==> config.mk <==
export PLATFORM = sky130hd
export DESIGN_NAME = hsb_top
export DESIGN_NICKNAME = d
export VERILOG_FILES = /design/src/hsb_pkg.sv /design/src/hsb_fifo.sv /design/src/hsb_dly.sv /design/src/hsb_top.sv
export VERILOG_INCLUDE_DIRS = /design/src /design/src/src
export SDC_FILE = /design/constraint.sdc
export NUM_CORES = 1
export LEC_CHECK = 0
export ABC_AREA = 1
export BUFFER_PORTS_ARGS = -buffer_cell sky130_fd_sc_hd__buf_4
export CAP_MARGIN = 10
export CORE_MARGIN = 5
export CORE_UTILIZATION = 40
export DETAILED_ROUTE_END_ITERATION = 10
export PLACE_DENSITY = 0.56
export SLEW_MARGIN = 10
export SYNTH_ARGS = -nofsm -noshare
export SYNTH_HDL_FRONTEND = slang
export SYNTH_HIERARCHICAL = 1
export SYNTH_SLANG_ARGS = --single-unit
export TNS_END_PERCENT = 1
==> constraint.sdc <==
create_clock -name sys_clk -period 6.3 [get_ports sys_clk]
set_input_delay 0.63 -clock sys_clk [delete_from_list [all_inputs] [get_ports sys_clk]]
set_output_delay 0.63 -clock sys_clk [all_outputs]
set_load 0.01 [all_outputs]
==> src/hsb_defines.svh <==
// Purpose: Constants of the fast pad block lane (offsets, fields, resets, counts)
// Assumes: APB byte addresses, 32-bit data, one word per register
// Notes:   Types live in hsb_pkg
`ifndef HSB_DEFINES_SVH
`define HSB_DEFINES_SVH

`define HSB_CTRL_OFS   8'h00
`define HSB_STAT_OFS   8'h04
`define HSB_RXD_OFS    8'h08
`define HSB_LANE_OFS   8'h0c

`define HSB_CTRL_BITS  13
`define HSB_CTRL_RST   13'h0008
`define HSB_MAX_W      4'ha
`define HSB_HS_W       4'h8
`define HSB_MIPI_DIV   4'h8
`define HSB_FIFO_DEPTH 8
`define HSB_LOCK_WORDS 16
`define HSB_DLY_W      6

`define HSB_SYNC_N     6
`define HSB_S_PADP     0
`define HSB_S_PADN     1
`define HSB_S_RXBIT    2
`define HSB_S_RXWORD   3
`define HSB_S_TXBIT    4
`define HSB_S_TXWORD   5

`endif

==> src/hsb_pkg.sv <==
// Purpose: Types of the fast pad block lane
// Assumes: Constants come from hsb_defines.svh
// Notes:   Control word layout is the CTRL register layout, LSB first from width
package hsb_pkg;

    typedef struct packed {
        logic [1:0] lane_code;
        logic       term_static;
        logic       term_dyn;
        logic       mipi_on;
        logic       hs_sel;
        logic       dpa_on;
        logic       fifo_on;
        logic       half_rate;
        logic [3:0] width;
    } hsb_ctrl_t;

    typedef struct packed {
        logic p;
        logic n;
    } hsb_pad_t;

    typedef enum {
        HSB_TRAIN,
        HSB_LOCKED
    } hsb_dpa_state_t;

endpackage : hsb_pkg

==> src/hsb_fifo.sv <==
// Purpose: Receive word FIFO
// Assumes: DEPTH is a power of two
// Notes:   Push when full is dropped, pop when empty is ignored
`timescale 1ns/1ps
`default_nettype none
`include "hsb_defines.svh"

module hsb_fifo
    import hsb_pkg::*;
#(
    parameter int W     = 10,
    parameter int DEPTH = `HSB_FIFO_DEPTH,
    parameter int AW    = $clog2(DEPTH)
) (
    // Clock and reset
    input  wire logic          clk,
    input  wire logic          rst_n,
    input  wire logic          ce,
    // Write side
    input  wire logic          push,
    input  wire logic [W-1:0]  din,
    // Read side
    input  wire logic          pop,
    output logic      [W-1:0]  dout,
    output logic               empty,
    output logic               full,
    output logic      [AW:0]   level
);

    logic [W-1:0]  mem_ff [DEPTH];
    logic [AW-1:0] wr_ff;
    logic [AW-1:0] rd_ff;
    logic [AW:0]   cnt_ff;
    logic          do_push;
    logic          do_pop;

    assign do_push = push & ~full;
    assign do_pop  = pop & ~empty;

    always_ff @(posedge clk) begin
        if (ce && do_push) begin
            mem_ff[wr_ff] <= din;
        end
    end

    always_ff @(posedge clk or negedge rst_n) begin
        if (!rst_n) begin
            wr_ff  <= '0;
            rd_ff  <= '0;
            cnt_ff <= '0;
        end else if (ce) begin
            if (do_push) begin
                wr_ff <= wr_ff + 1'b1;
            end
            if (do_pop) begin
                rd_ff <= rd_ff + 1'b1;
            end
            cnt_ff <= cnt_ff + (AW+1)'(do_push) - (AW+1)'(do_pop);
        end
    end

    assign dout  = mem_ff[rd_ff];
    assign empty = (cnt_ff == '0);
    assign full  = (cnt_ff == (AW+1)'(DEPTH));
    assign level = cnt_ff;

endmodule : hsb_fifo
`default_nettype wire

==> src/hsb_dly.sv <==
// Purpose: Delay counter and phase alignment trainer
// Assumes: tick is one cycle per received word
// Notes:   Training sweeps the delay until LOCK_WORDS words in a row each equal the word before
`timescale 1ns/1ps
`default_nettype none
`include "hsb_defines.svh"

module hsb_dly
    import hsb_pkg::*;
#(
    parameter int DW         = `HSB_DLY_W,
    parameter int LOCK_WORDS = `HSB_LOCK_WORDS,
    parameter int CW         = $clog2(LOCK_WORDS + 1)
) (
    // Clock and reset
    input  wire logic          clk,
    input  wire logic          rst_n,
    input  wire logic          ce,
    // Fabric controls
    input  wire logic          tick,
    input  wire logic          adj_on,
    input  wire logic          step_up,
    input  wire logic          clr,
    input  wire logic          dpa_on,
    input  wire logic [9:0]    word,
    // Results
    output logic      [DW-1:0] delay,
    output logic               lock
);

    hsb_dpa_state_t state_ff;
    logic [DW-1:0]  dly_ff;
    logic [9:0]     prev_ff;
    logic [CW-1:0]  stable_ff;
    logic           same;

    assign same = (word == prev_ff);

    always_ff @(posedge clk or negedge rst_n) begin
        if (!rst_n) begin
            prev_ff <= '0;
        end else if (ce && tick) begin
            prev_ff <= word;
        end
    end

    always_ff @(posedge clk or negedge rst_n) begin
        if (!rst_n) begin
            dly_ff <= '0;
        end else if (ce && tick) begin
            if (clr) begin
                dly_ff <= '0;
            end else if (adj_on && !dpa_on) begin
                if (step_up && dly_ff != '1) begin
                    dly_ff <= dly_ff + 1'b1;
                end else if (!step_up && dly_ff != '0) begin
                    dly_ff <= dly_ff - 1'b1;
                end
            end else if (adj_on && state_ff == HSB_TRAIN && !same) begin
                dly_ff <= dly_ff + 1'b1;
            end
        end
    end

    always_ff @(posedge clk or negedge rst_n) begin
        if (!rst_n) begin
            state_ff  <= HSB_TRAIN;
            stable_ff <= '0;
        end else if (ce && tick) begin
            if (clr || !dpa_on) begin
                state_ff  <= HSB_TRAIN;
                stable_ff <= '0;
            end else if (adj_on) begin
                case (state_ff)
                    HSB_TRAIN: begin
                        if (!same) begin
                            stable_ff <= '0;
                        end else if (stable_ff == CW'(LOCK_WORDS - 1)) begin
                            state_ff <= HSB_LOCKED;
                        end else begin
                            stable_ff <= stable_ff + 1'b1;
                        end
                    end
                    HSB_LOCKED: begin
                        state_ff <= HSB_LOCKED;
                    end
                    default: begin
                        state_ff <= HSB_TRAIN;
                    end
                endcase
            end
        end
    end

    assign delay = dly_ff;
    assign lock  = dpa_on & (state_ff == HSB_LOCKED);

endmodule : hsb_dly
`default_nettype wire

==> src/hsb_top.sv <==
// Purpose: Bidirectional fast pad block lane with serializer, deserializer and APB control
// Assumes: Pads and lane clocks are asynchronous pins sampled on sys_clk
// Notes:   rx_side_reset and tx_side_reset are active high fabric levels
`timescale 1ns/1ps
`default_nettype none
`include "hsb_defines.svh"

module hsb_top
    import hsb_pkg::*;
#(
    parameter int GROUP_ID = 0,
    parameter int LANE_ID  = 0,
    parameter int DLY_W    = `HSB_DLY_W
) (
    // Clock, reset, enable
    input  wire logic        sys_clk,
    input  wire logic        resetn,
    input  wire logic        clk_en,
    // APB slave
    input  wire logic [7:0]  paddr,
    input  wire logic        psel,
    input  wire logic        penable,
    input  wire logic        pwrite,
    input  wire logic [31:0] pwdata,
    output logic      [31:0] prdata,
    output logic             pready,
    output logic             pslverr,
    // Lane clocks from pins
    input  wire logic        rx_bit_clock,
    input  wire logic        rx_word_clock,
    input  wire logic        tx_bit_clock,
    input  wire logic        tx_word_clock,
    // Pads
    input  wire hsb_pad_t    pad_in,
    output hsb_pad_t         pad_out,
    output logic             pad_oe_n,
    // Fabric receive side
    input  wire logic        rx_side_reset,
    input  wire logic        rx_buffer_on,
    input  wire logic        term_on,
    input  wire logic        core_read_pop,
    output logic      [9:0]  rx_word,
    output logic             rx_word_valid,
    output logic             fifo_empty,
    output logic             lock,
    output logic             buffer_active,
    output logic             term_active,
    // Fabric delay control
    input  wire logic        delay_adjust_on,
    input  wire logic        delay_step_up,
    input  wire logic        delay_counter_clear,
    // Fabric transmit side
    input  wire logic        tx_side_reset,
    input  wire logic        tx_oe,
    input  wire logic [9:0]  tx_word,
    // Low power lane data
    input  wire hsb_pad_t    lp_out,
    output hsb_pad_t         lp_in,
    // Clock lane forwarding
    output logic             fwd_bit_tick,
    output logic             fwd_word_tick
);

    ////////////////////////////////////////////////////////////////////////////
    // Width decode shared by both directions

    function automatic logic [3:0] eff_width(input hsb_ctrl_t c);
        logic [3:0] w;
        w = c.width;
        if (c.mipi_on) begin
            w = `HSB_HS_W;
        end else if (w == 4'h0 || w > `HSB_MAX_W) begin
            w = `HSB_MAX_W;
        end
        return w;
    endfunction : eff_width

    function automatic logic reg_hit(input logic [7:0] a, input logic [7:0] ofs);
        return a[7:2] == ofs[7:2];
    endfunction : reg_hit

    ////////////////////////////////////////////////////////////////////////////
    // Pin synchronisers and edge detect

    logic [`HSB_SYNC_N-1:0] pin_raw;
    logic [`HSB_SYNC_N-1:0] sync1_ff;
    logic [`HSB_SYNC_N-1:0] sync2_ff;
    logic [`HSB_SYNC_N-1:0] prev_ff;
    logic [`HSB_SYNC_N-1:0] rise;
    logic [`HSB_SYNC_N-1:0] fall;

    assign pin_raw = {tx_word_clock, tx_bit_clock, rx_word_clock, rx_bit_clock,
                      pad_in.n, pad_in.p};

    genvar gi;
    generate
        for (gi = 0; gi < `HSB_SYNC_N; gi++) begin : g_sync
            always_ff @(posedge sys_clk or negedge resetn) begin
                if (!resetn) begin
                    sync1_ff[gi] <= 1'b0;
                    sync2_ff[gi] <= 1'b0;
                    prev_ff[gi]  <= 1'b0;
                end else if (clk_en) begin
                    sync1_ff[gi] <= pin_raw[gi];
                    sync2_ff[gi] <= sync1_ff[gi];
                    prev_ff[gi]  <= sync2_ff[gi];
                end
            end
            assign rise[gi] = sync2_ff[gi] & ~prev_ff[gi];
            assign fall[gi] = ~sync2_ff[gi] & prev_ff[gi];
        end
    endgenerate

    ////////////////////////////////////////////////////////////////////////////
    // Control register and APB slave

    hsb_ctrl_t   ctrl_ff;
    logic [31:0] prdata_ff;
    logic [31:0] rd_mux;
    logic        mapped;
    logic        wr_ctrl;
    logic [3:0]  width;
    logic [3:0]  lane_cnt;
    logic [$clog2(`HSB_FIFO_DEPTH):0] fifo_level;
    logic [9:0]  cap_ff;
    logic [DLY_W-1:0] delay_val;

    assign width    = eff_width(ctrl_ff);
    assign lane_cnt = 4'h1 << ctrl_ff.lane_code;
    assign mapped   = reg_hit(paddr, `HSB_CTRL_OFS) | reg_hit(paddr, `HSB_STAT_OFS) |
                      reg_hit(paddr, `HSB_RXD_OFS) | reg_hit(paddr, `HSB_LANE_OFS);
    assign wr_ctrl  = psel & penable & pwrite & reg_hit(paddr, `HSB_CTRL_OFS);

    always_ff @(posedge sys_clk or negedge resetn) begin
        if (!resetn) begin
            ctrl_ff <= hsb_ctrl_t'(`HSB_CTRL_RST);
        end else if (clk_en && wr_ctrl) begin
            ctrl_ff <= hsb_ctrl_t'(pwdata[`HSB_CTRL_BITS-1:0]);
        end
    end

    always_comb begin
        rd_mux = 32'h0000_0000;
        if (reg_hit(paddr, `HSB_CTRL_OFS)) begin
            rd_mux[`HSB_CTRL_BITS-1:0] = ctrl_ff;
        end else if (reg_hit(paddr, `HSB_STAT_OFS)) begin
            rd_mux[0]              = lock;
            rd_mux[1]              = fifo_empty;
            rd_mux[2]              = buffer_active;
            rd_mux[3]              = term_active;
            rd_mux[4]              = ~pad_oe_n;
            rd_mux[11:8]           = width;
            rd_mux[16 +: $bits(fifo_level)] = fifo_level;
            rd_mux[24 +: DLY_W]    = delay_val;
        end else if (reg_hit(paddr, `HSB_RXD_OFS)) begin
            rd_mux[9:0] = cap_ff;
        end else if (reg_hit(paddr, `HSB_LANE_OFS)) begin
            rd_mux[3:0]  = lane_cnt;
            rd_mux[10:8] = 3'(LANE_ID);
            rd_mux[19:16] = 4'(GROUP_ID);
        end
    end

    always_ff @(posedge sys_clk or negedge resetn) begin
        if (!resetn) begin
            prdata_ff <= 32'h0000_0000;
        end else if (clk_en && psel && !penable && !pwrite) begin
            prdata_ff <= rd_mux;
        end
    end

    assign prdata  = prdata_ff;
    assign pready  = 1'b1;
    assign pslverr = psel & penable & ~mapped;

    ////////////////////////////////////////////////////////////////////////////
    // Receive strobes and clock lane divider

    logic rx_rst_n;
    logic tx_rst_n;
    logic rx_bit_tk;
    logic rx_word_tk;
    logic div_tk;
    logic hs_path;
    logic [3:0] div_ff;

    assign rx_rst_n  = resetn & ~rx_side_reset;
    assign tx_rst_n  = resetn & ~tx_side_reset;
    assign hs_path   = ~ctrl_ff.mipi_on | ctrl_ff.hs_sel;
    assign rx_bit_tk = rise[`HSB_S_RXBIT] | (ctrl_ff.half_rate & fall[`HSB_S_RXBIT]);
    assign div_tk    = rx_bit_tk && div_ff == `HSB_MIPI_DIV - 4'h1;
    assign rx_word_tk = ctrl_ff.mipi_on ? div_tk : rise[`HSB_S_RXWORD];

    always_ff @(posedge sys_clk or negedge rx_rst_n) begin
        if (!rx_rst_n) begin
            div_ff        <= 4'h0;
            fwd_bit_tick  <= 1'b0;
            fwd_word_tick <= 1'b0;
        end else if (clk_en) begin
            if (div_tk) begin
                div_ff <= 4'h0;
            end else if (rx_bit_tk) begin
                div_ff <= div_ff + 4'h1;
            end
            fwd_bit_tick  <= ctrl_ff.mipi_on & rx_bit_tk;
            fwd_word_tick <= ctrl_ff.mipi_on & div_tk;
        end
    end

    ////////////////////////////////////////////////////////////////////////////
    // Deserializer

    logic [9:0] rx_sh_ff;
    logic [9:0] nxt_rx_sh;
    logic       cap_tk_ff;

    // Word capture sees the bit shifted in the same cycle (MIPI divider tick)
    assign nxt_rx_sh = (rx_bit_tk && rx_buffer_on && hs_path) ?
                       {sync2_ff[`HSB_S_PADP], rx_sh_ff[9:1]} : rx_sh_ff;

    always_ff @(posedge sys_clk or negedge rx_rst_n) begin
        if (!rx_rst_n) begin
            rx_sh_ff  <= 10'h000;
            cap_ff    <= 10'h000;
            cap_tk_ff <= 1'b0;
        end else if (clk_en) begin
            cap_tk_ff <= 1'b0;
            rx_sh_ff <= nxt_rx_sh;
            if (rx_word_tk && hs_path) begin
                cap_ff    <= nxt_rx_sh >> (`HSB_MAX_W - width);
                cap_tk_ff <= 1'b1;
            end
        end
    end

    ////////////////////////////////////////////////////////////////////////////
    // Receive FIFO and word output

    logic [9:0] fifo_dout;
    logic       f_empty;
    logic       do_pop;

    assign do_pop = ctrl_ff.fifo_on & core_read_pop & ~f_empty;

    hsb_fifo #(
        .W     (10),
        .DEPTH (`HSB_FIFO_DEPTH)
    ) u_fifo (
        .clk   (sys_clk),
        .rst_n (rx_rst_n),
        .ce    (clk_en),
        .push  (ctrl_ff.fifo_on & cap_tk_ff),
        .din   (cap_ff),
        .pop   (do_pop),
        .dout  (fifo_dout),
        .empty (f_empty),
        .full  (),
        .level (fifo_level)
    );

    assign fifo_empty = ~ctrl_ff.fifo_on | f_empty;

    always_ff @(posedge sys_clk or negedge rx_rst_n) begin
        if (!rx_rst_n) begin
            rx_word       <= 10'h000;
            rx_word_valid <= 1'b0;
        end else if (clk_en) begin
            rx_word_valid <= 1'b0;
            if (do_pop) begin
                rx_word       <= fifo_dout;
                rx_word_valid <= 1'b1;
            end else if (!ctrl_ff.fifo_on && cap_tk_ff) begin
                rx_word       <= cap_ff;
                rx_word_valid <= 1'b1;
            end
        end
    end

    ////////////////////////////////////////////////////////////////////////////
    // Delay control and phase alignment

    hsb_dly #(
        .DW         (DLY_W),
        .LOCK_WORDS (`HSB_LOCK_WORDS)
    ) u_dly (
        .clk     (sys_clk),
        .rst_n   (rx_rst_n),
        .ce      (clk_en),
        .tick    (rx_word_tk),
        .adj_on  (delay_adjust_on),
        .step_up (delay_step_up),
        .clr     (delay_counter_clear),
        .dpa_on  (ctrl_ff.dpa_on),
        .word    (nxt_rx_sh >> (`HSB_MAX_W - width)),
        .delay   (delay_val),
        .lock    (lock)
    );

    ////////////////////////////////////////////////////////////////////////////
    // Serializer

    logic [9:0] tx_sh_ff;
    logic       tx_bit_ff;
    logic       tx_bit_tk;

    assign tx_bit_tk = rise[`HSB_S_TXBIT] | (ctrl_ff.half_rate & fall[`HSB_S_TXBIT]);

    always_ff @(posedge sys_clk or negedge tx_rst_n) begin
        if (!tx_rst_n) begin
            tx_sh_ff  <= 10'h000;
            tx_bit_ff <= 1'b0;
        end else if (clk_en) begin
            if (rise[`HSB_S_TXWORD]) begin
                tx_sh_ff <= tx_word & ~(10'h3ff << width);
            end else if (tx_bit_tk) begin
                tx_bit_ff <= tx_sh_ff[0];
                tx_sh_ff  <= {1'b0, tx_sh_ff[9:1]};
            end
        end
    end

    ////////////////////////////////////////////////////////////////////////////
    // Pad drive, buffer and termination

    always_ff @(posedge sys_clk or negedge tx_rst_n) begin
        if (!tx_rst_n) begin
            pad_out  <= '0;
            pad_oe_n <= 1'b1;
        end else if (clk_en) begin
            pad_oe_n <= ~tx_oe;
            if (hs_path) begin
                pad_out <= '{p: tx_bit_ff, n: ~tx_bit_ff};
            end else begin
                pad_out <= lp_out;
            end
        end
    end

    always_ff @(posedge sys_clk or negedge resetn) begin
        if (!resetn) begin
            buffer_active <= 1'b0;
            term_active   <= 1'b0;
            lp_in         <= '0;
        end else if (clk_en) begin
            buffer_active <= rx_buffer_on;
            term_active   <= ctrl_ff.term_dyn ? term_on : ctrl_ff.term_static;
            lp_in         <= '{p: sync2_ff[`HSB_S_PADP], n: sync2_ff[`HSB_S_PADN]};
        end
    end

endmodule : hsb_top
`default_nettype wire

; Yosys cells after proc, flatten, opt, wreduce, memory -nomap -nowiden
; Memories as Yosys holds them, arrays and structs flattened.
; Cells that the tools add are included.
[classes]
add_sub_neg = 9
magnitude_cmp = 1
n_eq_ne = 14
shifts = 3
muxes = 46
n_bitwise = 48
reduce_logical = 46
[op_table]
columns = op, count
row1 = 32-bit 2-to-1 mux, 4
row2 = 32-bit logical NOT, 2
row3 = 32-bit case mux with 2 select lines, 1
row4 = 10-bit 2-to-1 mux, 5
row5 = 6-bit 2-to-1 mux, 7
row6 = 4-bit 2-to-1 mux, 9
row7 = 32-bit by 1-bit == test with 1-bit output (second input constant), 1
row8 = 32-bit by 2-bit == test with 1-bit output (second input constant), 1
row9 = 5-bit 2-to-1 mux, 6
row10 = 1-bit bitwise AND, 22
row11 = 1-bit NOT, 17
row12 = 1-bit logical AND, 16
row13 = 6-bit by 2-bit == test with 1-bit output (second input constant), 2
row14 = 12-bit 2-to-1 mux, 1
row15 = 2-bit AND reduction, 6
row16 = 10-bit bitwise AND, 1
row17 = 10-bit == test, 1
row18 = 10-bit NOT, 1
row19 = 2-bit nonzero test, 5
row20 = 10-bit by 4-bit left shift with 10-bit output (first input constant), 1
row21 = 10-bit by 4-bit >> shifter with 10-bit output, 1
row22 = 1-bit 2-to-1 mux, 9
row23 = 4-bit logical NOT, 2
row24 = 4-bit AND reduction, 2
row25 = other kinds (27), 44
[word_totals]
ff_bits = 171
ram_bits = 80
inputBits = 73
out_inout_bits = 56
word_cells = 218
mem_count = 1
[memory_table]
columns = memory, words, word_bits, rd, rd_ports_with_merged_regs, wr, line
row1 = u_fifo.mem_ff, 8, 10, 1, 0, 1, hsb_fifo.sv:30  ; logic [W-1:0] mem_ff [DEPTH];

; Logic depth before layout (Yosys ltp)
; Gate-level depths: netlist of run 1.
[depth]
ltp_word = 14
mapped_depth = 25

; By module
; Netlist of run 1, hierarchy kept.
[modules_own_cells]
columns = mod, instances, cells_per_inst, area_per_inst_um2, seq_area_each_um2
row1 = hsb_top, 1, 648, 5430.2, 2705.1
row2 = hsb_fifo, 1, 428, 4267.8, 2652.5
row3 = hsb_dly, 1, 210, 1483.9, 550.5

; Worst setup path before layout of run 1
; OpenSTA, ideal clock, no wires.
[synth_path]
path_kind = register to register
startpoint = reg ctrl_ff[3] (netlist bit)
endpoint = reg u_dly.stable_ff[1]
setup_time_ns = 0.066
arrival_ns = 2.836
required_time_ns = 6.234
path_slack_ns = 3.398
stages_incl_launch_ff = 22
path_cell_list = dfstp_2 > inv_1 > nand3_2 > nand2_1 > o21ai_1 > inv_1 > ha_1 > inv_1 > ha_1 > inv_1 > nand2_4 > inv_2 > nand3_1 > o21ai_2 > xnor2_1 > nand2_1 > nor2_1 > nand3_1 > or2_1 > nor2_1 > nand2_1 > nand2_1
[synth_between]
elab_chain_cells = 11
elab_cells_between_ends = 14
classes_between = add/sub: 1 / order compare: 1 / eq/ne: 2 / shift: 1 / mux: 6 / reduce/logical: 3
[synth_lines]
columns = item, line
row1 = from (decl), hsb_top.sv:117  ; hsb_ctrl_t ctrl_ff;
row2 = from (signal assigned), hsb_top.sv:136  ; ctrl_ff <= hsb_ctrl_t'(`HSB_CTRL_RST);
row3 = from (signal assigned), hsb_top.sv:138  ; ctrl_ff <= hsb_ctrl_t'(pwdata[`HSB_CTRL_BITS-1:0]);
row4 = 4-bit > comparator (no line) / 4-bit logical NOT (equally long branches), -
row5 = 1-bit logical OR (no line), -
row6 = 4-bit 2-to-1 mux (*), hsb_top.sv:72  ; end else if (w == 4'h0 || w > `HSB_MAX_W) begin
row7 = 4-bit 2-to-1 mux (*), hsb_top.sv:70  ; if (c.mipi_on) begin
row8 = 4-bit subtractor (no line) (*), -
row9 = 10-bit by 4-bit >> shifter with 10-bit output (*), hsb_top.sv:294  ; .word (nxt_rx_sh >> (`HSB_MAX_W - width)),
row10 = 10-bit == test (*), hsb_dly.sv:37  ; assign same = (word == prev_ff);
row11 = 5-bit 2-to-1 mux, hsb_dly.sv:76  ; if (!same) begin
row12 = 5-bit 2-to-1 mux, hsb_dly.sv:74  ; case (state_ff)
row13 = 5-bit 2-to-1 mux, hsb_dly.sv:73  ; end else if (adj_on) begin
row14 = 5-bit 2-to-1 mux, hsb_dly.sv:70  ; if (clr || !dpa_on) begin
row15 = to (signal assigned), hsb_dly.sv:81  ; stable_ff <= stable_ff + 1'b1;
row16 = to (decl), hsb_dly.sv:34  ; logic [CW-1:0] stable_ff;
; Every way passes the cells marked *; elsewhere a longest branch is shown, timed or not. The select of a mux whose other input is x is not followed.
; A chain may end at the register's enable or synchronous reset.

; Worst setup path after layout of run 1
; Ends and elaborated chain as after synthesis.

==> results of run 1 <==
## layer usage
layer / vias to the layer above / wire length, µm / GRT usage
li1: 4320 / - / -
met1: 4008 / 12200 / 0.233
met2: 179 / 13300 / 0.307
met3: 49 / 1290 / 0.0241
met4: 0 / 726 / 0.0474
met5: - / 0 / 0
## power by group
group          leakage [nW]  internal, W  switching, W
Sequential             2.51      0.00171      0.000208
Combinational          3.29     0.000338      0.000500
Clock                 0.406     0.000867      0.000579
Total                  6.20      0.00292       0.00129
## per-stage QoR
stage | instances | setup WS (ns) | total power (W)
after global routing | 1768 | 2.30 | 0.00446
final | 1768 | 2.78 | 0.00420
after floorplan | 1293 | 1.54 | 0.00249
after detailed placement | 1720 | 2.76 | 0.00280
after global placement | 1720 | 2.78 | 0.00278
after CTS | 1768 | 2.75 | 0.00426
## final cells by class
cell class	instances	area [µm²]
clock buffer	36	708
sequential	220	5910
clock inverter	12	121
tap	378	473
inverter	168	642
timing repair buffer	104	781
multi-input combinational	850	4320
fill	2721	14800
## state kept, by name, summed over array words and instances (netlist names), 2 cells and up
name	cells
u_fifo/mem_ff	80
prdata	23
ctrl_ff	13
cap_ff	10
rx_sh_ff	10
rx_word	10
tx_sh_ff	10
u_dly/prev_ff	10
sync1_ff	6
sync2_ff	6
u_dly/delay	6
u_dly/stable_ff	5
div_ff	4
prev_ff	4
u_fifo/level	4
u_fifo/rd_ff	3
u_fifo/wr_ff	3
lp_in	2
pad_out	2
## cells in the final DEF (no fill, tap or decap), types with 8 or more instances in the layout
master / instances
clkbuf_16: 26
nand2_1: 379
o21ai_0: 46
nand3_1: 117
nor2_1: 77
inv_2: 9
a21oi_1: 43
a31oi_1: 14
dfrtp_1: 138
xnor2_1: 8
buf_4: 104
ha_1: 18
edfxtp_1: 80
clkbuf_1: 8
conb_1: 10
nand2_2: 24
nand4_1: 11
a22o_1: 10
xor2_1: 9
nand3_2: 15
inv_1: 154
## worst max-delay path by stage
stage / from / endpoint / slack (ns) / cells past startpoint
finish: ctrl_ff[3] / u_dly/stable_ff[1] / 2.78 / 18
global route: ctrl_ff[3] / u_dly/delay[4] / 2.30 / 19
global placement: ctrl_ff[3] / u_dly/stable_ff[0] / 2.78 / 18
detailed placement: u_fifo/level[2] / u_fifo/level[2] / 2.76 / 16
CTS: u_fifo/level[2] / u_fifo/level[2] / 2.75 / 16
floorplan: resetn / cap_ff[0] / 1.54 / 2
## worst max-delay path, delay by kind of cell (launching register included)
kind            cells  cell delay, ns
flops               1            0.53
buf+inv             3            0.49
compound gates      1            0.33
xor+xnor            1            0.14
fa+ha+maj           1            0.43
simple gates       12            1.51
==> metrics.csv, run 1 <==
metric;value;unit
status;finished clean;
drive_above_1_share;0.162;
via_count;8556;
antenna_found_initial;0;
finalHoldViolCount;0;
fin_util;0.468;
critical_path.most_common_cell;nand2_1;
grtUsageTotal;0.177;
gp_congestion;0.860;
synth_area;11200;µm²
cap_violations;0;
core-area;27700;µm²
fmax;284;MHz
area_delta_synth_final;15.9;%
worstMarginPinSlew;1.08;ns
io_pins;129;
viasPerCell;4.84;
cts_sinks;220;
slowest_delay;0.53;ns
timing.rr.end;u_dly/stable_ff[1];
cp.arrival;3.97;ns
finalWirelength;27600;µm
final_max_slew_viol_count;0;
relSlewSlack;0.276;
ant_nets;0;
critPathSlowestCell;dfstp_2;
initial_core_util;0.403;
path_class;reg2reg;
finalCriticalPeriod;3.52;ns
tns;0;ns
fin_crit_sh;0.558;
rsz0062_at_grt;false;
ff2ff_path_depth;18;
diodes;0;
final_nets;1462;
power.leakage;6.20;nW
rr_startpoint;ctrl_ff[3];
cts.repair.resized;0;
overflow;0;
dp_hpwl;18700;µm
final_area;13000;µm²
die_height;177;µm
cts_tree;yes;
postCtsHoldBufs;0;
dieArea;31400;µm²
fin_worst_skew;0.0142;ns
synth_cells;1285;
ir_drop;172;µV
synth_area_per_cell;8.70;µm²
dr.pass1.iters;5;
cts_made_buffers;26;
place.port_buffers;97;
htreeDepth;1;
hp-class;in2async;
grt_pass1_wl;44400;µm
grt_pass1_vias;8405;
clockBufferDepth;3;
fp.dieW;177;µm
place_area;12100;µm²
post_cts.repair.setup_buffers;0;
wl_per_cell;15.6;µm
endpoint_kind;flop;
reg2reg_slack;2.78;ns
drc;0;
cp_max_fo;11;
fin_hold_ws;0.192;ns
grt_max_degree;58;
critPathRequiredTime;6.76;ns
cts-root-buf;clkbuf_16;
num_rows;61;
crit_chain;inv_1 > nand3_2 > nand2_1 > o21ai_1 > ha_1 > clkinv_1 > nand3_1 > and2_1 > inv_1 > nor2_1 > xnor2_1 > nand2_1 > nor2_1 > nand3_1 > or2_1 > nor2_1 > nand2_1 > nand2_1;
ys_warn_count;6;
setup_viol;0;
clk_pin_slew;0.06;ns
cp-start-kind;flop;
power_density;324;nW/µm²
first_iter_violations;551;
clock_latency;0.53;ns
No activity file was read; power rests on OpenSTA's default activity.
==> run 2, diff against run 1 <==
--- a/config.mk
+++ b/config.mk
@@ -12,7 +12,7 @@
 export CORE_MARGIN = 5
 export CORE_UTILIZATION = 40
 export DETAILED_ROUTE_END_ITERATION = 10
-export PLACE_DENSITY = 0.56
+export PLACE_DENSITY = 0.58
 export SLEW_MARGIN = 10
 export SYNTH_ARGS = -nofsm -noshare
 export SYNTH_HDL_FRONTEND = slang
==> constraint.sdc (replaced) <==
create_clock -name sys_clk -period 3.1 [get_ports sys_clk]
set_input_delay 0.31 -clock sys_clk [delete_from_list [all_inputs] [get_ports sys_clk]]
set_output_delay 0.31 -clock sys_clk [all_outputs]
set_load 0.01 [all_outputs]
==> run 2 against run 1 <==
Effect of this change:
- the run now ends with negative hold slack left
- utilization grew 1.9 points
- critical path depth grew 3
- highest routed layer unchanged
- first-iteration DRC count fell by 5.3%
- largest power group unchanged
- fmax grew 22%
==> metrics.csv, run 2 (synthesis gave the netlist of run 1 again) <==
metric;value;unit;change
status;finished, violations left;;
violations;negative hold slack;;
antenna_found_initial;0;;unchanged
wl_per_cell;15.5;µm;-0.83%
final_nets;1525;;+4.3%
cp-start-kind;flop;;
crit_chain;inv_1 > nand3_2 > nand2_1 > o21ai_2 > inv_1 > ha_2 > inv_2 > ha_4 > inv_2 > nand2_4 > inv_4 > nand3_1 > nand3_2 > xnor2_1 > nand2_2 > nor2_4 > nand4_1 > nand3_4 > buf_4 > nand3_1 > nand2_1;;
grt_pass1_vias;8522;;+1.4%
regMostFlops;u_fifo/mem_ff;;
fp.dieW;177;µm;unchanged
grtUsageTotal;0.182;;+0.00556
slowest_delay;0.54;ns;about the same
grt_max_degree;71;;+22%
fin_crit_sh;0.927;;+0.369
dieArea;31400;µm²;unchanged
worstMarginPinSlew;0.974;ns;-0.107 ns
ant_nets;0;;unchanged
diodes;0;;unchanged
htreeDepth;1;;unchanged
dp_hpwl;19200;µm;+2.7%
fin_hold_ws;-0.00551;ns;-0.197 ns
fmax;348;MHz;+22%
io_pins;129;;unchanged
dp_slack;0.0207;ns;-2.74 ns
cts_sinks;220;;unchanged
initial_core_util;0.403;;unchanged
final_max_slew_viol_count;0;;unchanged
critPathRequiredTime;3.55;ns;-3.21 ns
num_rows;61;;unchanged
ir_drop;445;µV;+160%
area_delta_synth_final;20.5;%;
die_height;177;µm;unchanged
core-area;27700;µm²;unchanged
grt_pass1_wl;45900;µm;+3.4%
hp-class;in2async;;
finalHoldViolCount;6;;+6
cp.arrival;3.32;ns;-0.65 ns
cts_tree;yes;;
viasPerCell;4.79;;-1.0%
layout_commonest_cell;nand2_1;;
tns;0;ns;unchanged
finalWirelength;28300;µm;+2.6%
critPathSlowestCell;dfstp_2;;
power_density;626;nW/µm²;+93%
clk_pin_slew;0.06;ns;about the same
place.port_buffers;97;;unchanged
gp_congestion;0.854;;-0.73%
worst_slack;0.226;ns;-2.56 ns
setup_viol;0;;unchanged
clock_latency;0.51;ns;-0.02 ns
cts_made_buffers;25;;-3.8%
fin_worst_skew;0.0133;ns;-0.000917 ns
cap_violations;0;;unchanged
drive_above_1_share;0.203;;+0.0407
dr.pass1.iters;5;;unchanged
relSlewSlack;0.350;;+0.0743
via_count;8761;;+2.4%
clockBufferDepth;3;;unchanged
cp_max_fo;7;;-4
path_class;reg2reg;;
critPathBufInv;6;;+3
endpoint_kind;flop;;
critical-path-top-delay-family;simple AND/OR/NAND/NOR gates;;
fillerInstances;2644;;-2.8%
first_iter_violations;522;;-5.3%
finalCriticalPeriod;2.87;ns;-0.644 ns
layout_common_cells;nand2_1 (375), buf_4 (155), inv_1 (152);;
overflow;0;;unchanged
cts-root-buf;clkbuf_16;;
power.leakage;6.48;nW;+4.6%
drc;0;;unchanged
largest_reg_flops;80;;unchanged
run 2: cell count changes in the layout (fill, tap and decap cells not counted), moves of 3 or more:
cell,delta
nor2_1,-4
nand3_1,-3
clkinvlp_4,+3
nor3_2,-4
clkinv_1,-3
dlygate4sd3_1,+10
nor3_1,+4
ha_1,-3
buf_4,+51
nand2_1,-4
nand2_2,+3
run 2: through the flow:
stage | instances | instance area [µm²] | util | power, W | hold slack (ns)
2_1_floorplan | 1293 | 11200 | - | 0.00506 | 0.0144
3_5_place_dp | 1768 | 12500 | 0.450 | 0.00573 | 0.420
4_1_cts | 1823 | 13300 | 0.481 | 0.00849 | 0.0111
3_3_place_gp | 1768 | 12500 | 0.450 | 0.00570 | 0.410
6_report | 1829 | 13500 | 0.486 | 0.00844 | -0.00551
5_1_grt | 1829 | 13500 | 0.486 | 0.00898 | 0.0160
run 2: path summary, 6_finish.rpt:
path / startpoint / endpoint / slack, ns / depth (start not counted)
max: ctrl_ff[3] / u_dly/stable_ff[2] / 0.23 / 21
min: resetn / prdata[19] / -0.006 / 2
max reg2reg: ctrl_ff[3] / u_dly/stable_ff[2] / 0.23 / 21
min reg2reg: sync1_ff[5] / sync1_ff[5] / 0.48 / 2
max in group asynchronous: tx_side_reset / pad_oe_n / 1.91 / 5
min in group sys_clk: pwdata[1] / ctrl_ff[1] / 0.03 / 2
run 2: area by class of cell:
type	instances	area, µm²	area share
clock buffers	37	701	0.0520
clock inverters	8	48.8	0.00362
inverters	168	648	0.0481
multi-input cells	850	4400	0.327
flip-flops and latches	220	5910	0.438
well taps	378	473	0.0351
repair buffers	167	1290	0.0955
repair inverters	1	7.51	0.000557
run 2: layer usage:
layer | GRT usage | vias to the layer above | wire (µm)
li1 | - | 4439 | -
met1 | 0.251 | 4111 | 12700
met2 | 0.310 | 175 | 14000
met3 | 0.0237 | 36 | 1040
met4 | 0.0393 | 0 | 586
met5 | 0 | - | 0
run 2: timing repair:
item,CTS,global route
setup buffers,0,5
gates cloned,0,1
resized for setup,1,29
hold buffers,10,0
hold endpoints to repair,21,0
pin swaps,0,10
endpoints found under the setup margin,2,11
run 2: report_power, final:
group | internal [W] | switching (W) | total [W]
logic | 0.000765 | 0.00105 | 0.00181
registers | 0.00348 | 0.000429 | 0.00391
clock network | 0.00156 | 0.00116 | 0.00273
total | 0.00580 | 0.00264 | 0.00844
